**config.mk**
```make
export PLATFORM = sky130hd
export DESIGN_NAME = fc_error_alarm_injector
export DESIGN_NICKNAME = d
export VERILOG_FILES = /design/src/verilog/fc_inj_pkg.sv /design/src/verilog/tx_word_fifo.sv /design/src/verilog/fc_error_alarm_injector.sv
export SDC_FILE = /design/constraint.sdc
export NUM_CORES = 1
export LEC_CHECK = 0
export ABC_AREA = 1
export BUFFER_PORTS_ARGS = -buffer_cell sky130_fd_sc_hd__buf_2
export CORE_MARGIN = 3
export CORE_UTILIZATION = 45
export CTS_CLUSTER_SIZE = 25
export DETAILED_ROUTE_END_ITERATION = 6
export PLACE_DENSITY_LB_ADDON = 0.12
export SLEW_MARGIN = 10
export SYNTH_ARGS = -nofsm -noshare
export SYNTH_HDL_FRONTEND = slang
export SYNTH_SLANG_ARGS = --single-unit
```
**constraint.sdc**
```tcl
create_clock -name mclk_in -period 8.3 [get_ports mclk_in]
set_input_delay 1.66 -clock mclk_in [delete_from_list [all_inputs] [get_ports mclk_in]]
set_output_delay 1.66 -clock mclk_in [all_outputs]
set_load 0.02 [all_outputs]
```
**src/verilog/fc_inj_pkg.sv**
```systemverilog
/*
 * Constants, register map and encodings for the Fibre Channel alarm and
 * error injector. Assumes a 10 MHz port transmit clock and 32-bit words
 * carrying four 8b code groups, the first transmitted byte in bits 31:24.
 */
package fc_inj_pkg;

    // Timing
    localparam int CLK_FREQ_HZ = 10000000;
    localparam int BURST_SEC_PERIOD_S = 1;
    localparam int BURST_10SEC_PERIOD_S = 10;
    localparam int SEC_CYCLES = BURST_SEC_PERIOD_S * CLK_FREQ_HZ;
    localparam int TEN_SEC_CYCLES = BURST_10SEC_PERIOD_S * CLK_FREQ_HZ;
    localparam int FIFO_DEPTH = 4;

    // Register offsets
    localparam logic [7:0] CTRL_OFS = 8'h00;
    localparam logic [7:0] BURST_OFS = 8'h04;
    localparam logic [7:0] TRIG_OFS = 8'h08;
    localparam logic [7:0] FREQ_OFS = 8'h0c;
    localparam logic [7:0] STATUS_OFS = 8'h10;
    localparam logic [7:0] ERRCNT_OFS = 8'h14;

    // Field positions
    localparam int ALARM_LSB = 0;
    localparam int ERR_LSB = 4;
    localparam int MODE_LSB = 8;
    localparam int RATE_LSB = 12;
    localparam int HDRONLY_BIT = 16;
    localparam int TRIG_BIT = 0;

    // Reset values
    localparam logic [15:0] BURST_RST = 16'h0001;
    localparam logic [15:0] FREQ_RST = 16'h0000;

    typedef enum logic [2:0] {ALARM_NONE, ALARM_LINK_RESET, ALARM_LINK_RESET_RESP, ALARM_NOT_OPER,
                              ALARM_OFFLINE} alarm_t;
    typedef enum logic [2:0] {ERR_NONE, ERR_BIT, ERR_SYMBOL, ERR_RRDY, ERR_CRC, ERR_BLOCK} err_t;
    typedef enum logic [3:0] {INS_OFF, INS_MANUAL, INS_PER_SEC, INS_PER_10SEC, INS_RATIO_E2, INS_RATIO_E3,
                              INS_RATIO_E4, INS_RATIO_E5, INS_RATIO_E6, INS_RATIO_E7} ins_mode_t;
    typedef enum logic [1:0] {RATE_STD, RATE_MODE_1200, RATE_MODE_1600} rate_t;
    typedef enum logic [1:0] {FIELD_CTRL, FIELD_HEADER, FIELD_PAYLOAD, FIELD_CRC} field_t;

    // Code groups
    localparam logic [7:0] K28_5 = 8'hbc;
    localparam logic [7:0] D9_2 = 8'h49;
    localparam logic [7:0] D31_5 = 8'hbf;
    localparam logic [7:0] D21_1 = 8'h35;
    localparam logic [7:0] D21_2 = 8'h55;
    localparam logic [7:0] D5_2 = 8'h45;
    localparam logic [7:0] D10_4 = 8'h8a;
    localparam logic [7:0] D21_4 = 8'h95;
    localparam logic [7:0] D10_2 = 8'h4a;
    localparam logic [3:0] OS_K_MASK = 4'h8;
    localparam logic [31:0] BIT_FLIP_MASK = 32'h0000_0001;
    localparam logic [3:0] SYM_ERR_MASK = 4'h1;

    // Transmitted words between burst starts in ratio modes
    localparam logic [31:0] RATIO_E2 = 32'h64;
    localparam logic [31:0] RATIO_E3 = 32'h3e8;
    localparam logic [31:0] RATIO_E4 = 32'h2710;
    localparam logic [31:0] RATIO_E5 = 32'h186a0;
    localparam logic [31:0] RATIO_E6 = 32'hf4240;
    localparam logic [31:0] RATIO_E7 = 32'h989680;

endpackage : fc_inj_pkg

```
**src/verilog/tx_word_fifo.sv**
```systemverilog
/*
 * Small synchronous FIFO for transmit words, valid/ready on both sides.
 * Assumes DEPTH is a power of two and one clock for both sides.
 */
`timescale 1ns/1ps
module tx_word_fifo #(
    parameter int WIDTH = 38,
    parameter int DEPTH = 4
) (
    // Clock and reset
    input wire logic clk_in,
    input wire logic rst_in,
    // Fill side
    input wire logic [WIDTH-1:0] in_data_in,
    input wire logic in_valid_in,
    output logic in_ready_out,
    // Drain side
    output logic [WIDTH-1:0] out_data_out,
    output logic out_valid_out,
    input wire logic out_ready_in
);
    localparam int AW = $clog2(DEPTH);

    logic [WIDTH-1:0] mem_r [DEPTH];
    logic [AW-1:0] wr_ptr_r;
    logic [AW-1:0] rd_ptr_r;
    logic [AW:0] count_r;
    logic [AW:0] count_nxt;
    logic in_ready_r;
    wire push = in_valid_in & in_ready_r;
    wire pop = out_valid_out & out_ready_in;

    assign count_nxt = count_r + {{AW{1'b0}}, push} - {{AW{1'b0}}, pop};
    assign out_valid_out = (count_r != '0);
    assign out_data_out = mem_r[rd_ptr_r];
    assign in_ready_out = in_ready_r;

    always_ff @(posedge clk_in or posedge rst_in)
    begin
        if (rst_in)
        begin
            wr_ptr_r <= '0;
            rd_ptr_r <= '0;
            count_r <= '0;
            in_ready_r <= 1'b1;
        end
        else
        begin
            wr_ptr_r <= wr_ptr_r + AW'(push);
            rd_ptr_r <= rd_ptr_r + AW'(pop);
            count_r <= count_nxt;
            // Ready is registered so the source sees a flop, not a compare
            in_ready_r <= (count_nxt != (AW+1)'(DEPTH));
        end
    end

    always_ff @(posedge clk_in)
    begin
        if (push)
        begin
            mem_r[wr_ptr_r] <= in_data_in;
        end
    end

endmodule : tx_word_fifo

```
**src/verilog/fc_error_alarm_injector.sv**
```systemverilog
/*
 * Transmit-side alarm and error injector for a Fibre Channel test port,
 * with an APB register slave. Assumes an upstream word source and a
 * downstream 8b/10b or 64b/66b encoder that honours the symbol and block
 * corrupt flags, and a clock synthesiser that takes the deviation word.
 */
// What this block does
// - A selected alarm replaces traffic with its ordered set; none inserts nothing.
// - Link reset alarm sends K28.5 D9.2 D31.5 D9.2 repeatedly.
// - Link reset response alarm sends K28.5 D21.1 D31.5 D9.2 repeatedly.
// - Not-operational alarm sends K28.5 D21.2 D31.5 D5.2 repeatedly.
// - Offline alarm sends K28.5 D21.1 D10.4 D21.2 repeatedly.
// - Bit error flips one payload bit, never header, CRC or delimiters.
// - Symbol error makes one code group undecodable; not in 64b/66b rate modes.
// - Receiver-ready error inserts one extra K28.5 D21.4 D10.2 D10.2 word.
// - CRC error flips one CRC bit; unavailable in header-only framing.
// - Block error corrupts one 64b/66b block; only in 1200 and 1600 modes.
// - Insertion mode off inserts no errors, except one word in the cycle after it is selected while a burst runs.
// - Manual mode inserts one burst per single insert trigger.
// - Per-second mode inserts one burst every second.
// - Ten-second mode inserts one burst every ten seconds.
// - Ratio modes insert one burst per reciprocal-of-ratio transmitted words.
// - Insert trigger is ignored in ratio modes; status shows insertion active.
// - Signed deviation raises or lowers the transmit frequency.
`timescale 1ns/1ps
module fc_error_alarm_injector #(
    parameter int FIFO_DEPTH = fc_inj_pkg::FIFO_DEPTH,
    parameter int SEC_CYCLES = fc_inj_pkg::SEC_CYCLES,
    parameter int TEN_SEC_CYCLES = fc_inj_pkg::TEN_SEC_CYCLES
) (
    // Clock and reset
    input wire logic mclk_in,
    input wire logic rst_in,
    // APB slave
    input wire logic psel_in,
    input wire logic penable_in,
    input wire logic pwrite_in,
    input wire logic [7:0] paddr_in,
    input wire logic [31:0] pwdata_in,
    output logic [31:0] prdata_out,
    output logic pready_out,
    output logic pslverr_out,
    // Traffic in
    input wire logic [31:0] tx_data_in,
    input wire logic [3:0] tx_k_in,
    input wire logic [1:0] tx_field_in,
    input wire logic tx_valid_in,
    output logic tx_ready_out,
    // Traffic out
    output logic [31:0] tx_data_out,
    output logic [3:0] tx_k_out,
    output logic [1:0] tx_field_out,
    output logic [3:0] tx_sym_err_out,
    output logic tx_blk_err_out,
    output logic tx_valid_out,
    input wire logic tx_ready_in,
    // Frequency control
    output logic [15:0] tx_freq_dev_out
);

    function automatic fc_inj_pkg::err_t legal_err(input fc_inj_pkg::err_t e, input fc_inj_pkg::rate_t r,
                                                   input logic hdr_only);
        logic hi_rate;
        hi_rate = (r == fc_inj_pkg::RATE_MODE_1200) || (r == fc_inj_pkg::RATE_MODE_1600);
        legal_err = e;
        if (e == fc_inj_pkg::ERR_SYMBOL && hi_rate)
        begin
            legal_err = fc_inj_pkg::ERR_NONE;
        end
        if (e == fc_inj_pkg::ERR_CRC && hdr_only)
        begin
            legal_err = fc_inj_pkg::ERR_NONE;
        end
        if (e == fc_inj_pkg::ERR_BLOCK && !hi_rate)
        begin
            legal_err = fc_inj_pkg::ERR_NONE;
        end
    endfunction : legal_err

    function automatic logic word_hits(input fc_inj_pkg::err_t e, input fc_inj_pkg::field_t f);
        case (e)
            fc_inj_pkg::ERR_BIT: word_hits = (f == fc_inj_pkg::FIELD_PAYLOAD);
            fc_inj_pkg::ERR_CRC: word_hits = (f == fc_inj_pkg::FIELD_CRC);
            fc_inj_pkg::ERR_SYMBOL, fc_inj_pkg::ERR_BLOCK: word_hits = 1'b1;
            default: word_hits = 1'b0;
        endcase
    endfunction : word_hits

    function automatic logic [31:0] alarm_word(input fc_inj_pkg::alarm_t a);
        case (a)
            fc_inj_pkg::ALARM_LINK_RESET:
                alarm_word = {fc_inj_pkg::K28_5, fc_inj_pkg::D9_2, fc_inj_pkg::D31_5, fc_inj_pkg::D9_2};
            fc_inj_pkg::ALARM_LINK_RESET_RESP:
                alarm_word = {fc_inj_pkg::K28_5, fc_inj_pkg::D21_1, fc_inj_pkg::D31_5, fc_inj_pkg::D9_2};
            fc_inj_pkg::ALARM_NOT_OPER:
                alarm_word = {fc_inj_pkg::K28_5, fc_inj_pkg::D21_2, fc_inj_pkg::D31_5, fc_inj_pkg::D5_2};
            fc_inj_pkg::ALARM_OFFLINE:
                alarm_word = {fc_inj_pkg::K28_5, fc_inj_pkg::D21_1, fc_inj_pkg::D10_4, fc_inj_pkg::D21_2};
            default:
                alarm_word = 32'h0000_0000;
        endcase
    endfunction : alarm_word

    function automatic logic [31:0] ratio_period(input fc_inj_pkg::ins_mode_t m);
        case (m)
            fc_inj_pkg::INS_RATIO_E2: ratio_period = fc_inj_pkg::RATIO_E2;
            fc_inj_pkg::INS_RATIO_E3: ratio_period = fc_inj_pkg::RATIO_E3;
            fc_inj_pkg::INS_RATIO_E4: ratio_period = fc_inj_pkg::RATIO_E4;
            fc_inj_pkg::INS_RATIO_E5: ratio_period = fc_inj_pkg::RATIO_E5;
            fc_inj_pkg::INS_RATIO_E6: ratio_period = fc_inj_pkg::RATIO_E6;
            default: ratio_period = fc_inj_pkg::RATIO_E7;
        endcase
    endfunction : ratio_period

    // Registers
    fc_inj_pkg::alarm_t alarm_r;
    fc_inj_pkg::err_t err_r;
    fc_inj_pkg::ins_mode_t mode_r;
    fc_inj_pkg::rate_t rate_r;
    logic hdr_only_r;
    logic [15:0] burst_len_r;
    logic [15:0] freq_r;
    logic [31:0] err_cnt_r;
    logic [31:0] prdata_r;
    logic pready_r;
    logic pslverr_r;

    // Insertion state
    logic [15:0] burst_left_r;
    logic [31:0] per_cnt_r;
    logic [31:0] blk_cnt_r;

    // Output stage
    logic [31:0] out_data_r;
    logic [3:0] out_k_r;
    logic [1:0] out_field_r;
    logic [3:0] out_sym_r;
    logic out_blk_r;
    logic out_valid_r;

    // FIFO drain side
    logic [37:0] f_word;
    logic f_valid;
    logic f_ready;
    wire [31:0] f_data = f_word[31:0];
    wire [3:0] f_k = f_word[35:32];
    wire fc_inj_pkg::field_t f_field = fc_inj_pkg::field_t'(f_word[37:36]);

    tx_word_fifo #(
        .WIDTH(38),
        .DEPTH(FIFO_DEPTH)
    ) u_fifo (
        .clk_in(mclk_in),
        .rst_in(rst_in),
        .in_data_in({tx_field_in, tx_k_in, tx_data_in}),
        .in_valid_in(tx_valid_in),
        .in_ready_out(tx_ready_out),
        .out_data_out(f_word),
        .out_valid_out(f_valid),
        .out_ready_in(f_ready)
    );

    // Bus decode
    wire acc = psel_in & penable_in;
    wire wr_now = acc & pwrite_in & pready_r;
    wire addr_ok = (paddr_in <= fc_inj_pkg::ERRCNT_OFS) && (paddr_in[1:0] == 2'b00);
    wire wr_ctrl = wr_now & (paddr_in == fc_inj_pkg::CTRL_OFS);
    wire wr_burst = wr_now & (paddr_in == fc_inj_pkg::BURST_OFS);
    wire wr_trig = wr_now & (paddr_in == fc_inj_pkg::TRIG_OFS) & pwdata_in[fc_inj_pkg::TRIG_BIT];
    wire wr_freq = wr_now & (paddr_in == fc_inj_pkg::FREQ_OFS);
    wire wr_errcnt = wr_now & (paddr_in == fc_inj_pkg::ERRCNT_OFS);

    // Insertion control
    wire fc_inj_pkg::err_t eff_err = legal_err(err_r, rate_r, hdr_only_r);
    wire alarm_on = (alarm_r != fc_inj_pkg::ALARM_NONE);
    wire ins_on = (mode_r != fc_inj_pkg::INS_OFF);
    wire is_periodic = (mode_r == fc_inj_pkg::INS_PER_SEC) || (mode_r == fc_inj_pkg::INS_PER_10SEC);
    wire is_ratio = (mode_r >= fc_inj_pkg::INS_RATIO_E2) && (mode_r <= fc_inj_pkg::INS_RATIO_E7);
    wire [31:0] per_limit = (mode_r == fc_inj_pkg::INS_PER_SEC) ? 32'(SEC_CYCLES) : 32'(TEN_SEC_CYCLES);
    wire per_hit = is_periodic & (per_cnt_r == per_limit - 32'h1);
    wire manual_hit = wr_trig & (mode_r == fc_inj_pkg::INS_MANUAL);
    wire burst_busy = (burst_left_r != 16'h0000);
    wire err_armed = ins_on & (eff_err != fc_inj_pkg::ERR_NONE);

    // Traffic path
    wire adv = ~out_valid_r | tx_ready_in;
    wire rrdy_go = ~alarm_on & (eff_err == fc_inj_pkg::ERR_RRDY) & burst_busy;
    wire take_fifo = adv & ~alarm_on & ~rrdy_go & f_valid;
    wire hit_word = take_fifo & burst_busy & word_hits(eff_err, f_field);
    wire consume = (adv & rrdy_go) | hit_word;
    wire ratio_hit = is_ratio & take_fifo & (blk_cnt_r == ratio_period(mode_r) - 32'h1);
    wire trig = err_armed & ~burst_busy & (manual_hit | per_hit | ratio_hit);

    // Alarm stalls the FIFO so the source sees back-pressure, not silent loss
    assign f_ready = adv & ~alarm_on & ~rrdy_go;

    wire [31:0] corrupt_mask = (hit_word && (eff_err == fc_inj_pkg::ERR_BIT || eff_err == fc_inj_pkg::ERR_CRC)) ?
                               fc_inj_pkg::BIT_FLIP_MASK : 32'h0000_0000;
    wire [3:0] sym_nxt = (hit_word && eff_err == fc_inj_pkg::ERR_SYMBOL) ? fc_inj_pkg::SYM_ERR_MASK : 4'h0;
    wire blk_nxt = hit_word && (eff_err == fc_inj_pkg::ERR_BLOCK);
    wire [31:0] rrdy_word = {fc_inj_pkg::K28_5, fc_inj_pkg::D21_4, fc_inj_pkg::D10_2, fc_inj_pkg::D10_2};

    wire [31:0] ctrl_word = {15'h0000, hdr_only_r, 2'b00, rate_r, mode_r, 1'b0, err_r, 1'b0, alarm_r};
    wire [31:0] status_word = {burst_left_r, 13'h0000, alarm_on, ins_on & burst_busy, err_armed};
    wire [31:0] rd_word = (paddr_in == fc_inj_pkg::CTRL_OFS) ? ctrl_word :
                          (paddr_in == fc_inj_pkg::BURST_OFS) ? {16'h0000, burst_len_r} :
                          (paddr_in == fc_inj_pkg::FREQ_OFS) ? {16'h0000, freq_r} :
                          (paddr_in == fc_inj_pkg::STATUS_OFS) ? status_word :
                          (paddr_in == fc_inj_pkg::ERRCNT_OFS) ? err_cnt_r : 32'h0000_0000;

    assign prdata_out = prdata_r;
    assign pready_out = pready_r;
    assign pslverr_out = pslverr_r;
    assign tx_data_out = out_data_r;
    assign tx_k_out = out_k_r;
    assign tx_field_out = out_field_r;
    assign tx_sym_err_out = out_sym_r;
    assign tx_blk_err_out = out_blk_r;
    assign tx_valid_out = out_valid_r;
    assign tx_freq_dev_out = freq_r;

    // APB: one wait state, answer in the second access cycle
    always_ff @(posedge mclk_in or posedge rst_in)
    begin
        if (rst_in)
        begin
            pready_r <= 1'b0;
            pslverr_r <= 1'b0;
            prdata_r <= 32'h0000_0000;
        end
        else
        begin
            pready_r <= acc & ~pready_r;
            pslverr_r <= acc & ~pready_r & ~addr_ok;
            if (acc && !pready_r && !pwrite_in)
            begin
                prdata_r <= rd_word;
            end
        end
    end

    always_ff @(posedge mclk_in or posedge rst_in)
    begin
        if (rst_in)
        begin
            alarm_r <= fc_inj_pkg::ALARM_NONE;
            err_r <= fc_inj_pkg::ERR_NONE;
            mode_r <= fc_inj_pkg::INS_OFF;
            rate_r <= fc_inj_pkg::RATE_STD;
            hdr_only_r <= 1'b0;
            burst_len_r <= fc_inj_pkg::BURST_RST;
            freq_r <= fc_inj_pkg::FREQ_RST;
        end
        else
        begin
            if (wr_ctrl)
            begin
                alarm_r <= fc_inj_pkg::alarm_t'(pwdata_in[fc_inj_pkg::ALARM_LSB +: 3]);
                err_r <= fc_inj_pkg::err_t'(pwdata_in[fc_inj_pkg::ERR_LSB +: 3]);
                mode_r <= fc_inj_pkg::ins_mode_t'(pwdata_in[fc_inj_pkg::MODE_LSB +: 4]);
                rate_r <= fc_inj_pkg::rate_t'(pwdata_in[fc_inj_pkg::RATE_LSB +: 2]);
                hdr_only_r <= pwdata_in[fc_inj_pkg::HDRONLY_BIT];
            end
            if (wr_burst)
            begin
                burst_len_r <= pwdata_in[15:0];
            end
            if (wr_freq)
            begin
                freq_r <= pwdata_in[15:0];
            end
        end
    end

    // Burst engine; a trigger that lands during a running burst is dropped
    always_ff @(posedge mclk_in or posedge rst_in)
    begin
        if (rst_in)
        begin
            burst_left_r <= 16'h0000;
            per_cnt_r <= 32'h0000_0000;
            blk_cnt_r <= 32'h0000_0000;
            err_cnt_r <= 32'h0000_0000;
        end
        else
        begin
            if (!err_armed)
            begin
                burst_left_r <= 16'h0000;
            end
            else if (trig)
            begin
                burst_left_r <= burst_len_r;
            end
            else if (consume)
            begin
                burst_left_r <= burst_left_r - 16'h0001;
            end
            per_cnt_r <= (!is_periodic || per_hit) ? 32'h0000_0000 : per_cnt_r + 32'h0000_0001;
            if (!is_ratio || ratio_hit)
            begin
                blk_cnt_r <= 32'h0000_0000;
            end
            else if (take_fifo)
            begin
                blk_cnt_r <= blk_cnt_r + 32'h0000_0001;
            end
            // Counter write clears it; a simultaneous error still counts
            if (consume && err_armed)
            begin
                err_cnt_r <= (wr_errcnt ? 32'h0000_0000 : err_cnt_r) + 32'h0000_0001;
            end
            else if (wr_errcnt)
            begin
                err_cnt_r <= 32'h0000_0000;
            end
        end
    end

    // Output word register; every source fills a whole word
    always_ff @(posedge mclk_in or posedge rst_in)
    begin
        if (rst_in)
        begin
            out_data_r <= 32'h0000_0000;
            out_k_r <= 4'h0;
            out_field_r <= 2'b00;
            out_sym_r <= 4'h0;
            out_blk_r <= 1'b0;
            out_valid_r <= 1'b0;
        end
        else if (adv)
        begin
            if (alarm_on || rrdy_go)
            begin
                out_data_r <= alarm_on ? alarm_word(alarm_r) : rrdy_word;
                out_k_r <= fc_inj_pkg::OS_K_MASK;
                out_field_r <= fc_inj_pkg::FIELD_CTRL;
                out_sym_r <= 4'h0;
                out_blk_r <= 1'b0;
                out_valid_r <= 1'b1;
            end
            else
            begin
                out_data_r <= f_data ^ corrupt_mask;
                out_k_r <= f_k;
                out_field_r <= f_field;
                out_sym_r <= sym_nxt;
                out_blk_r <= blk_nxt;
                out_valid_r <= f_valid;
            end
        end
    end

endmodule : fc_error_alarm_injector

```
# [Yosys cells after proc, flatten, opt, wreduce, memory -nomap -nowiden]
# Memory sizes are Yosys's and may differ from the RTL's.
# Index checks and enable logic that the tools add are counted.
[totals] inputBits=85 out_inout_bits=95 reg_bits=243 mem_count=1 wordCells=172 ram_bits=152
[classes] n_lt_le_gt_ge=3 reduce_logical=31 n_addsub=10 n_eq_ne=33 bitwise=39 mux=31
[mem_list] name="u_fifo.mem_r" depth=4 width=38 read_ports=1 rd_ports_with_merged_regs=0 wr=1 line="tx_word_fifo.sv:24" rtl="logic [WIDTH-1:0] mem_r [DEPTH];"
[ops] operator="$mux W32" n=12
[ops] operator="$pmux W32 S4" n=1
[ops] operator="$pmux W24 S5" n=1
[ops] operator="$add A32 B1 Y32 const B" n=3
[ops] operator="$eq A32 B32 Y1" n=2
[ops] operator="$mux W16" n=3
[ops] operator="$sub A32 B1 Y32 const B" n=1
[ops] operator="$xor A32 B1 Y32" n=1
[ops] operator="$and A1 B1 Y1" n=28
[ops] operator="$sub A27 B1 Y28 const B" n=1
[ops] operator="$mux W27" n=1
[ops] operator="$eq A4 B3 Y1 const B" n=4
[ops] operator="$eq A8 B4 Y1 const B" n=2
[ops] operator="$eq A8 B5 Y1 const B" n=2
[ops] operator="$reduce_bool A16 Y1" n=1
[ops] operator="$sub A16 B1 Y16 const B" n=1
[ops] operator="$eq A3 B2 Y1 const B" n=5
[ops] operator="$eq A3 B3 Y1 const B" n=5
[ops] operator="$logic_and A1 B1 Y1" n=11
[ops] operator="$mux W3" n=3
[ops] operator="$reduce_bool A3 Y1" n=3
[ops] operator="$eq A4 B2 Y1 const B" n=2
[ops] operator="$eq A8 B3 Y1 const B" n=1
[ops] operator="$le A8 B5 Y1 const B" n=1
[ops] operator="other kinds (25)" n=52

# [Depth between registers and ports, before layout]
# Gate-level depths: netlist (run 1).
[logic_depth] word_depth=18 depth_mapped=22 depth_no_buf=21

# [By module]
# A second synthesis (run 1) with hierarchy kept.
[hier_totals] cells_unflattened=2206 area_unflattened_um2=19029.5
[by_module_without_submodules] mod="fc_error_alarm_injector" instances=1 cells_each=1754 area_per_inst_um2=12806.0
[by_module_without_submodules] mod="tx_word_fifo" instances=1 cells_each=452 area_per_inst_um2=6223.5

# [Worst setup path before layout (run 1)]
# OpenSTA, ideal clock, no wires.
[synth_timing] path_type="in2reg" start="in tx_valid_in" end="mem u_fifo.mem_r[0][0] (enable)" slack_ns=3.447 setup_ns=0.481 arrival_ns=4.372 stages=2 path_buffers=0 path_cell_list="nand2_1 nor3_1"
[synth_between] elab_chain_cells=3
[synth_lines] item="start: declaration" line="fc_error_alarm_injector.sv:47" rtl="input wire logic tx_valid_in,"
[synth_lines] item="$and A1 B1 Y1" line="tx_word_fifo.sv:30" rtl="wire push = in_valid_in & in_ready_r;"
[synth_lines] item="$mux W1" line="tx_word_fifo.sv:59" rtl="if (push)"
[synth_lines] item="$mux W1 (implied by the code)" line="tx_word_fifo.sv:61" rtl="mem_r[wr_ptr_r] <= in_data_in;"
[synth_lines] item="end: declaration" line="tx_word_fifo.sv:24"
# Every way passes these cells.

# [Final worst setup path (run 1)]
[layout_timing] start="in paddr_in[0]" end="reg err_cnt_r[12]"
[layout_between] elab_chain_cells=5
[layout_lines] item="start: declaration" line="fc_error_alarm_injector.sv:38" rtl="input wire logic [7:0] paddr_in,"
[layout_lines] item="$eq A8 B5 Y1 (*)" line="fc_error_alarm_injector.sv:171" rtl="wire wr_errcnt = wr_now & (paddr_in == fc_inj_pkg::ERRCNT_OFS);"
[layout_lines] item="$and A1 B1 Y1 (*)" line="fc_error_alarm_injector.sv:171"
[layout_lines] item="$mux W32 (*)"
[layout_lines] item="$add A32 B1 Y32" line="fc_error_alarm_injector.sv:311" rtl="err_cnt_r <= (wr_errcnt ? 32'h0000_0000 : err_cnt_r) + 32'h0000_0001;"
[layout_lines] item="$mux W32 (*)" line="fc_error_alarm_injector.sv:309" rtl="if (consume && err_armed)"
[layout_lines] item="end signal: assignment" line="fc_error_alarm_injector.sv:311"
[layout_lines] item="end: declaration" line="fc_error_alarm_injector.sv:123" rtl="logic [31:0] err_cnt_r;"
# Mark *: on every way between the ends. The rest lies on a longest branch, timed or not.
# A chain may end at the register's enable or synchronous reset.

==> results.toml, run 1 <==
[status]
status = "complete, but fails checks"
violations = "DRC"

[global_route]
track_usage = 0.237
grt_max_degree = 148
antenna_found_initial = 5
grt_pass1_wl_mm = 83.6
grt-ovfl-total = 0
grt_pass1_vias = 15200

[logic_synthesis]
netlist_area_um2 = 19100
async_flop_share = 0.612
synth-seq-area-share = 0.553
syn_inst = 2250
yosys_warnings = 0
synth-edff-count = 152
synth.avg_cell_area_um2 = 8.50
ys_seq_elements = 392
synth_flop_cell = "dfrtp_1"
synth_cell_types = 53

[hold_path]
hold_end = "pready_out$_DFF_PP0_"
hold_path.class = "register to register"
whs_path_depth = 1
hp-start = "pready_out$_DFF_PP0_"

[route]
vias = 15700
route.detailed.wl_per_inst_um = 18.0
viasPerCell = 5.31
wl_mm = 53.3
drtPass1Iterations = 7
drtAntennaViolNets = 0
drcViolationCount = 3
initialDrtViolationCount = 1256

[cts]
cts_tree = "yes"
postCtsSetupBuffers = 0
clk_path_buf_depth = 3
clk_pin_slew_worst_paths_ps = 60
clk_latency_ps = 590
cts_sinks = 392
numCtsBuffers = 43
cts.htree.levels = 2
cts-root-buf = "clkbuf_16"
cts_hold_buf = 0
ctsResizeCount = 0

[cells_and_area]
final_cells = 2960
utilization = 0.528
drive_gt1_frac = 0.114
area_growth_pct = 14.1
final_nets = 2489
final_common_cell = "nand2_1"
most-common-layout-cells = "643 x nand2_1, 262 x nor2_1, 237 x dfrtp_1"

[critical_path]
r2r_cells = 17
crit_family = "simple AND/OR/NAND/NOR gates"
crit_path_end_kind = "register"
rr_endpoint = "u_fifo.count_r[2]$_DFF_PP0_"
path_class = "input pin to register"
r2r_slack_ps = 4540
cp.arrival_ps = 5350
path_buf_inv = 4
cpPeakStageDelay_ps = 620
crit_fanout = 34
crit_top_cell = "nand2_1"
reg2reg_from = "burst_left_r[0]$_DFFE_PP0P_"
path_cells = "buf_2 -> inv_1 -> nand2_1 -> nor3_1 -> nand2_1 -> inv_2 -> nand2_2 -> nand2_1 -> inv_1 -> ha_1 -> nand3_1 -> nor2_1 -> nand2_1 -> nor2_1 -> nand2_1 -> xor2_1"
crit_slowest_cell = "nand2_2"
critPathLaunchType = "input pin"
critPathRequiredTime_ps = 8780

[sta]
timing.final.crit_share = 0.587
worstMarginPinSlew_ps = 1080
tns_ps = 0
drv_slew = 0
max_freq_mhz = 205
slew_headroom = 0.279
period_needed_ps = 4870
rsz0062_at_grt = "no"
hold_violations = 0
setup_viol = 0
skew_ps = 23.4

[floorplanning]
die_x_um = 212
initial_utilization = 0.462
io_pins = 180
die_area_um2 = 45000
rows = 74
core_um2 = 41400
die_y_um = 212

[run]
maxCapViolCount = 0

[place]
dp_hpwl_mm = 36.1
post-place-cells = 2881
place.port_buffers = 161
place_congestion = 0.948

[pwr]
p_leak_nw = 9.72
peakVddDrop_mv = 0.219
power-per-cell-area_nw_per_um2 = 250
[layout make-up]
cell class / instances / area (µm²)
antenna: 1 / 2.50
clock buffer: 56 / 1160
clock inverter: 22 / 251
fill: 3886 / 19600
inverter: 239 / 905
multi-input combinational: 1541 / 7330
sequential: 392 / 10600
tap: 532 / 666
timing repair buffer: 177 / 938
[cell usage after synthesis (3+ instances only)]
| library cell | number | area, µm² |
|---|---|---|
| a21oi_1 | 50 | 250 |
| a221oi_1 | 4 | 35.0 |
| a22o_1 | 11 | 96.3 |
| a22oi_1 | 7 | 52.6 |
| a31oi_1 | 9 | 56.3 |
| a32o_1 | 3 | 30.0 |
| buf_2 | 10 | 50.1 |
| buf_4 | 6 | 45.0 |
| buf_6 | 4 | 45.0 |
| clkbuf_1 | 58 | 218 |
| clkinv_1 | 4 | 15.0 |
| dfrtp_1 | 238 | 5960 |
| edfxtp_1 | 152 | 4560 |
| ha_1 | 9 | 113 |
| inv_1 | 231 | 867 |
| inv_2 | 4 | 15.0 |
| nand2_1 | 643 | 2410 |
| nand2_2 | 4 | 25.0 |
| nand3_1 | 113 | 566 |
| nand3_2 | 3 | 30.0 |
| nand3b_1 | 3 | 22.5 |
| nand4_1 | 33 | 206 |
| nor2_1 | 263 | 987 |
| nor2_2 | 5 | 31.3 |
| nor3_1 | 50 | 250 |
| nor3b_1 | 8 | 60.1 |
| nor4_1 | 18 | 113 |
| o211ai_1 | 7 | 52.6 |
| o21a_1 | 6 | 45.0 |
| o21ai_0 | 162 | 811 |
| o21ai_1 | 5 | 25.0 |
| o221ai_1 | 5 | 43.8 |
| o22ai_1 | 29 | 181 |
| o311ai_0 | 5 | 43.8 |
| xnor2_1 | 8 | 70.1 |
| xor2_1 | 58 | 508 |
[worst max path at each step]
stage | from | endpoint | slack (ps) | cells past startpoint
finish | paddr_in[0] | err_cnt_r[12]$_DFF_PP0_ | 3430 | 16
global route | paddr_in[0] | err_cnt_r[14]$_DFF_PP0_ | 3160 | 16
CTS | paddr_in[0] | err_cnt_r[12]$_DFF_PP0_ | 3550 | 16
detailed placement | paddr_in[0] | err_cnt_r[12]$_DFF_PP0_ | 2910 | 16
global placement | paddr_in[0] | err_cnt_r[12]$_DFF_PP0_ | 2940 | 16
floorplan | rst_in | alarm_r[0]$_DFFE_PP0P_ | 60 | 1
[sequential cells by signal (all words and copies together) (netlist names), 16 cells and up]
register,count
blk_cnt_r,32
per_cnt_r,32
burst_left_r,16
burst_len_r,16
tx_freq_dev_out,16
err_cnt_r,32
tx_data_out,32
u_fifo.mem_r,152
prdata_out,32
[power breakdown]
group / switching [mW] / leakage [nW] / total (mW) / internal [mW]
registers: 0.105 / 4.63 / 2.40 / 2.29
logic: 0.794 / 4.40 / 1.14 / 0.343
clock network: 0.829 / 0.694 / 1.93 / 1.10
total: 1.73 / 9.72 / 5.46 / 3.73
[cells by family after synthesis]
group | synth area share
AO/OA/AOI/OAI | 0.0935
buffers and inverters | 0.0660
flip-flops | 0.553
other | 0.000196
AND/OR/NAND/NOR | 0.250
XOR/XNOR | 0.0302
adder cells (fa/ha/maj) | 0.00693
[metal layers]
| layer | track usage | vias up | part of all wire |
|---|---|---|---|
| met5 | 0 | - | 0.00098 |
| met4 | 0.0644 | 8 | 0.025 |
| met3 | 0.0499 | 86 | 0.062 |
| met2 | 0.376 | 387 | 0.46 |
| met1 | 0.333 | 7549 | 0.45 |
| li1 | - | 7681 | - |
[per-stage QoR]
step / hold WS (ps) / total power [mW] / area (µm²) / setup WS [ps]
6_report: 460 / 5.46 / 21800 / 3430
5_1_grt: 489 / 5.74 / 21800 / 3160
4_1_cts: 465 / 5.52 / 21800 / 3550
3_5_place_dp: 457 / 3.59 / 20400 / 2910
3_3_place_gp: 447 / 3.56 / 20400 / 2940
2_1_floorplan: 433 / 3.17 / 19100 / 55.2
(Power assumes the default switching activity.)
==> run 2, diff against run 1 <==
==> constraint.sdc (replaced) <==
create_clock -name mclk_in -period 4.7 [get_ports mclk_in]
set_input_delay 0.94 -clock mclk_in [delete_from_list [all_inputs] [get_ports mclk_in]]
set_output_delay 0.94 -clock mclk_in [all_outputs]
set_load 0.02 [all_outputs]
==> results.toml, run 2 (synthesized netlist as in run 1, its figures left out) <==
[cells_and_area]
area_growth_pct = 15.4
final_common_cell = "nand2_1"
finalInstanceArea_um2 = 22100
largest_reg_flops = 152
regMostFlops = "u_fifo.mem_r"
most-common-layout-cells = "643 x nand2_1, 262 x nor2_1, 237 x dfrtp_1"
final_nets = 2504
drive_gt1_frac = 0.120

[route]
initialDrtViolationCount = 1398
viasPerCell = 5.33
wl_mm = 54.1
drcViolationCount = 0
vias = 15900
route.detailed.wl_per_inst_um = 18.2
drtAntennaViolNets = 0
drtPass1Iterations = 5

[global_route]
antenna_found_initial = 7
grt_max_degree = 140
track_usage = 0.242
grt_pass1_wl_mm = 85.4
grt-ovfl-total = 0
grt_pass1_vias = 15600

[critical_path]
r2r_slack_ps = 1090
critical_path.endpoint = "burst_left_r[15]$_DFFE_PP0P_"
path_class = "register to register"
critPathLaunch = "mode_r[2]$_DFFE_PP0P_"
r2r_cells = 18
cp.arrival_ps = 4130
rr_endpoint = "burst_left_r[15]$_DFFE_PP0P_"
crit_fanout = 16
critPathRequiredTime_ps = 5220
reg2reg_from = "mode_r[2]$_DFFE_PP0P_"
crit_path_end_kind = "register"
critPathLaunchType = "register"

[floorplanning]
die_x_um = 212
rows = 74
die_y_um = 212
core_um2 = 41400
initial_utilization = 0.462
die_area_um2 = 45000
io_pins = 180

[cts]
cts_tree = "yes"
cts-root-buf = "clkbuf_16"
cts.htree.levels = 2
clk_latency_ps = 580
clk_path_buf_depth = 3
numCtsBuffers = 43
cts_hold_buf = 0
cts_sinks = 392
clk_pin_slew_worst_paths_ps = 60
ctsResizeCount = 0
postCtsSetupBuffers = 0

[sta]
slew_headroom = 0.275
hold_violations = 0
setup_viol = 0
worstMarginPinSlew_ps = 1080
period_needed_ps = 3610
tns_ps = 0
max_freq_mhz = 277
timing.final.crit_share = 0.768
skew_ps = 17.9
hold_slack_ps = 435
drv_slew = 0
rsz0062_at_grt = "no"

[pwr]
swShare = 0.304
p_leak_nw = 9.85
clkPwrFrac = 0.372
power-per-cell-area_nw_per_um2 = 451
internal-power_mw = 6.93
p_sw_mw = 3.02
seq_power_share = 0.428
p_comb_frac = 0.200
peakVddDrop_mv = 0.366

[status]
status = "complete, no violations"

[place]
place.port_buffers = 161
place_area_um2 = 20500
place_congestion = 0.943
dp_hpwl_mm = 37.5

[hold_path]
hold_path.class = "input pin to asynchronous set/reset pin"

[run]
maxCapViolCount = 0
[run 2: stage by stage]
step	setup slack (ps)	instances	total power, mW	utilization
4_1_cts	1100	2975	10.1	0.533
5_1_grt	711	2978	10.4	0.533
2_1_floorplan	567	2252	5.60	-
3_3_place_gp	1150	2896	6.29	0.496
6_report	1090	2978	9.95	0.533
3_5_place_dp	1130	2896	6.34	0.496
[run 2: per-layer routing]
layer / wire length [µm] / share of wire / GRT usage / vias up
met1: 24300 / 0.45 / 0.335 / 7589
met3: 3390 / 0.063 / 0.0422 / 103
met4: 1500 / 0.028 / 0.0785 / 8
li1: - / - / - / 7713
met5: 48 / 0.00089 / 0 / -
met2: 24800 / 0.46 / 0.390 / 452
[run 2: worst min path at each step]
stage                     slack (ps)                     endpoint              startpoint
after detailed placement         460       per_cnt_r[0]$_DFF_PP0_  per_cnt_r[0]$_DFF_PP0_
after floorplan                  430       per_cnt_r[0]$_DFF_PP0_  per_cnt_r[0]$_DFF_PP0_
after global placement           450       per_cnt_r[0]$_DFF_PP0_  per_cnt_r[0]$_DFF_PP0_
final                            430  tx_data_out[23]$_DFFE_PP0N_                  rst_in
after global routing             470  tx_data_out[23]$_DFFE_PP0N_                  rst_in
after CTS                        440     blk_cnt_r[4]$_DFFE_PP0P_                  rst_in
[run 2: worst max-delay path, cell delays in order, from the launching register on]
cell and delay (ps):
dfrtp_1 560, inv_1 150, nor2_4 210, nand3_1 200, ha_1 370, inv_1 40, nand2_1 50, nand2_1 60
nor2_1 110, nand3_1 100, nor2_1 100, nand3_1 100, nor2_2 130, nand3_4 170, nand2_4 240, nand2_4 170
a21oi_2 530, nand2_1 140, nand2_1 80
[run 2: power by group through the flow]
stage	registers [mW]	clock network, mW	logic (mW)
3_3_place_gp	4.31	0	1.98
4_1_cts	4.26	3.78	2.02
2_1_floorplan	4.49	0	1.11
5_1_grt	4.31	3.90	2.21
3_5_place_dp	4.32	0	2.02
6_report	4.26	3.70	1.99
[run 2: layout make-up]
cell class	count	area [µm²]
Fill cell	3936	19300
Sequential cell	392	10600
Multi-Input combinational cell	1541	7330
Clock buffer	61	1220
Timing Repair Buffer	192	1050
Inverter	239	901
Tap cell	532	666
Clock inverter	18	324
Antenna cell	3	7.51
==> run 3, diff against run 2 <==
==> constraint.sdc (replaced) <==
create_clock -name mclk_in -period 3.6 [get_ports mclk_in]
set_input_delay 0.72 -clock mclk_in [delete_from_list [all_inputs] [get_ports mclk_in]]
set_output_delay 0.72 -clock mclk_in [all_outputs]
set_load 0.02 [all_outputs]
==> results.toml, run 3 (synthesized netlist as in run 1, its figures left out) <==
[sta]
max_freq_mhz = 313
period_needed_ps = 3190
worstMarginPinSlew_ps = 796
setup_viol = 0
hold_violations = 0
rsz0062_at_grt = "no"
skew_ps = 30.0
slew_headroom = 0.468
tns_ps = 0
drv_slew = 0
fin_ws_ps = 409
timing.final.crit_share = 0.886
hold_slack_ps = 240

[critical_path]
critPathLaunch = "burst_left_r[0]$_DFFE_PP0P_"
critPathRequiredTime_ps = 4110
path_class = "register to register"
critPathLaunchType = "register"
crit_fanout = 17
crit_path_end_kind = "register"
reg2reg_from = "burst_left_r[0]$_DFFE_PP0P_"
cp.arrival_ps = 3710

[cts]
postCtsSetupBuffers = 0
clk_pin_slew_worst_paths_ps = 60
numCtsBuffers = 42
cts_sinks = 392
clk_path_buf_depth = 3
ctsResizeCount = 0
cts-root-buf = "clkbuf_16"
cts_tree = "yes"
clk_latency_ps = 600
cts.htree.levels = 2
cts_hold_buf = 0

[cells_and_area]
final_common_cell = "nand2_1"
area_growth_pct = 15.8
final_nets = 2515
largest_reg_flops = 152
most-common-layout-cells = "643 x nand2_1, 262 x nor2_1, 237 x dfrtp_1"
drive_gt1_frac = 0.125
regMostFlops = "u_fifo.mem_r"

[global_route]
track_usage = 0.240
grt_max_degree = 74
grt-ovfl-total = 0
grt_pass1_wl_mm = 85.3
antenna_found_initial = 3
grt_pass1_vias = 15900

[floorplanning]
rows = 74
initial_utilization = 0.462
die_y_um = 212
die_x_um = 212
core_um2 = 41400
die_area_um2 = 45000
io_pins = 180

[place]
place.port_buffers = 161
place_congestion = 0.909
dp_hpwl_mm = 37.2
pre_cts_ws_ps = 371

[status]
status = "complete, no violations"

[route]
drtPass1Iterations = 5
vias = 16000
initialDrtViolationCount = 1250
viasPerCell = 5.35
wl_mm = 53.4
drcViolationCount = 0
drtAntennaViolNets = 0
route.detailed.wl_per_inst_um = 17.9

[run]
maxCapViolCount = 0

[pwr]
peakVddDrop_mv = 0.509
p_leak_nw = 9.89
power-per-cell-area_nw_per_um2 = 578

[hold_path]
hold_path.class = "input pin to asynchronous set/reset pin"
==> run 3: changes by cell type in the layout (fill, tap and decap cells not counted), moves of 2 or more <==
cell / previous run / this run
buf_4: 30 / 39
clkbuf_1: 10 / 5
clkbuf_8: 8 / 3
clkinv_2: 4 / 8
buf_12: 1 / 4
clkinv_1: 6 / 9
clkinvlp_4: 2 / 5
clkinv_16: 0 / 2
diode_2: 3 / 1
==> run 3: final timing paths <==
| check | cells past startpoint | end | slack (ps) |
|---|---|---|---|
| hold reg to reg | 1 | pready_out$_DFF_PP0_ | 470 |
| max in group asynchronous | 3 | burst_left_r[7]$_DFFE_PP0P_ | 2540 |
| min in group mclk_in | 1 | u_fifo.mem_r[2][20]$_DFFE_PP_ | 340 |
| setup reg to reg | 16 | burst_left_r[15]$_DFFE_PP0P_ | 410 |
| hold / removal | 2 | tx_data_out[23]$_DFFE_PP0N_ | 240 |
| setup / recovery | 16 | burst_left_r[15]$_DFFE_PP0P_ | 410 |
==> run 3: metrics by stage <==
stage,std cells,utilization,instance area [µm²],total power [mW]
5_1_grt,2986,0.535,22200,13.5
2_1_floorplan,2252,-,19100,7.32
3_5_place_dp,2908,0.499,20700,8.28
6_report,2987,0.535,22200,12.8
3_3_place_gp,2908,0.499,20700,8.22
4_1_cts,2986,0.535,22200,13.0
==> run 3: where the power goes <==
| group | leakage (nW) | switching [mW] | internal [mW] |
|---|---|---|---|
| Sequential | 4.63 | 0.285 | 5.29 |
| Clock | 0.720 | 1.89 | 2.75 |
| Combinational | 4.53 | 1.80 | 0.802 |
==> run 3: layout make-up <==
class	count	area, µm²
Timing Repair Buffer	204	1180
Sequential cell	392	10600
Clock buffer	50	1110
Antenna cell	1	2.50
Fill cell	3856	19200
Inverter	239	901
Tap cell	532	666
Multi-Input combinational cell	1541	7330
Clock inverter	28	388
==> run 3: critical path, stage by stage, from the launching register on <==
cell	delay, ps
dfrtp_1	400
inv_1	130
ha_1	210
nand2_1	140
nor2_2	170
nand4_1	220
nand2_1	200
nand3_2	160
buf_4	250
nor2_2	170
nand3_4	180
nand2_4	210
nand2_4	150
a21oi_2	140
buf_4	220
nand2_1	70
nand2_1	60
==> run 3: layer usage <==
layer / vias up / GRT usage / part of all wire / routed length (µm)
li1: 7736 / - / - / -
met1: 7702 / 0.337 / 0.45 / 24100
met2: 436 / 0.381 / 0.45 / 24300
met3: 94 / 0.0490 / 0.067 / 3570
met4: 6 / 0.0688 / 0.027 / 1430
met5: - / 0 / 0.00081 / 43
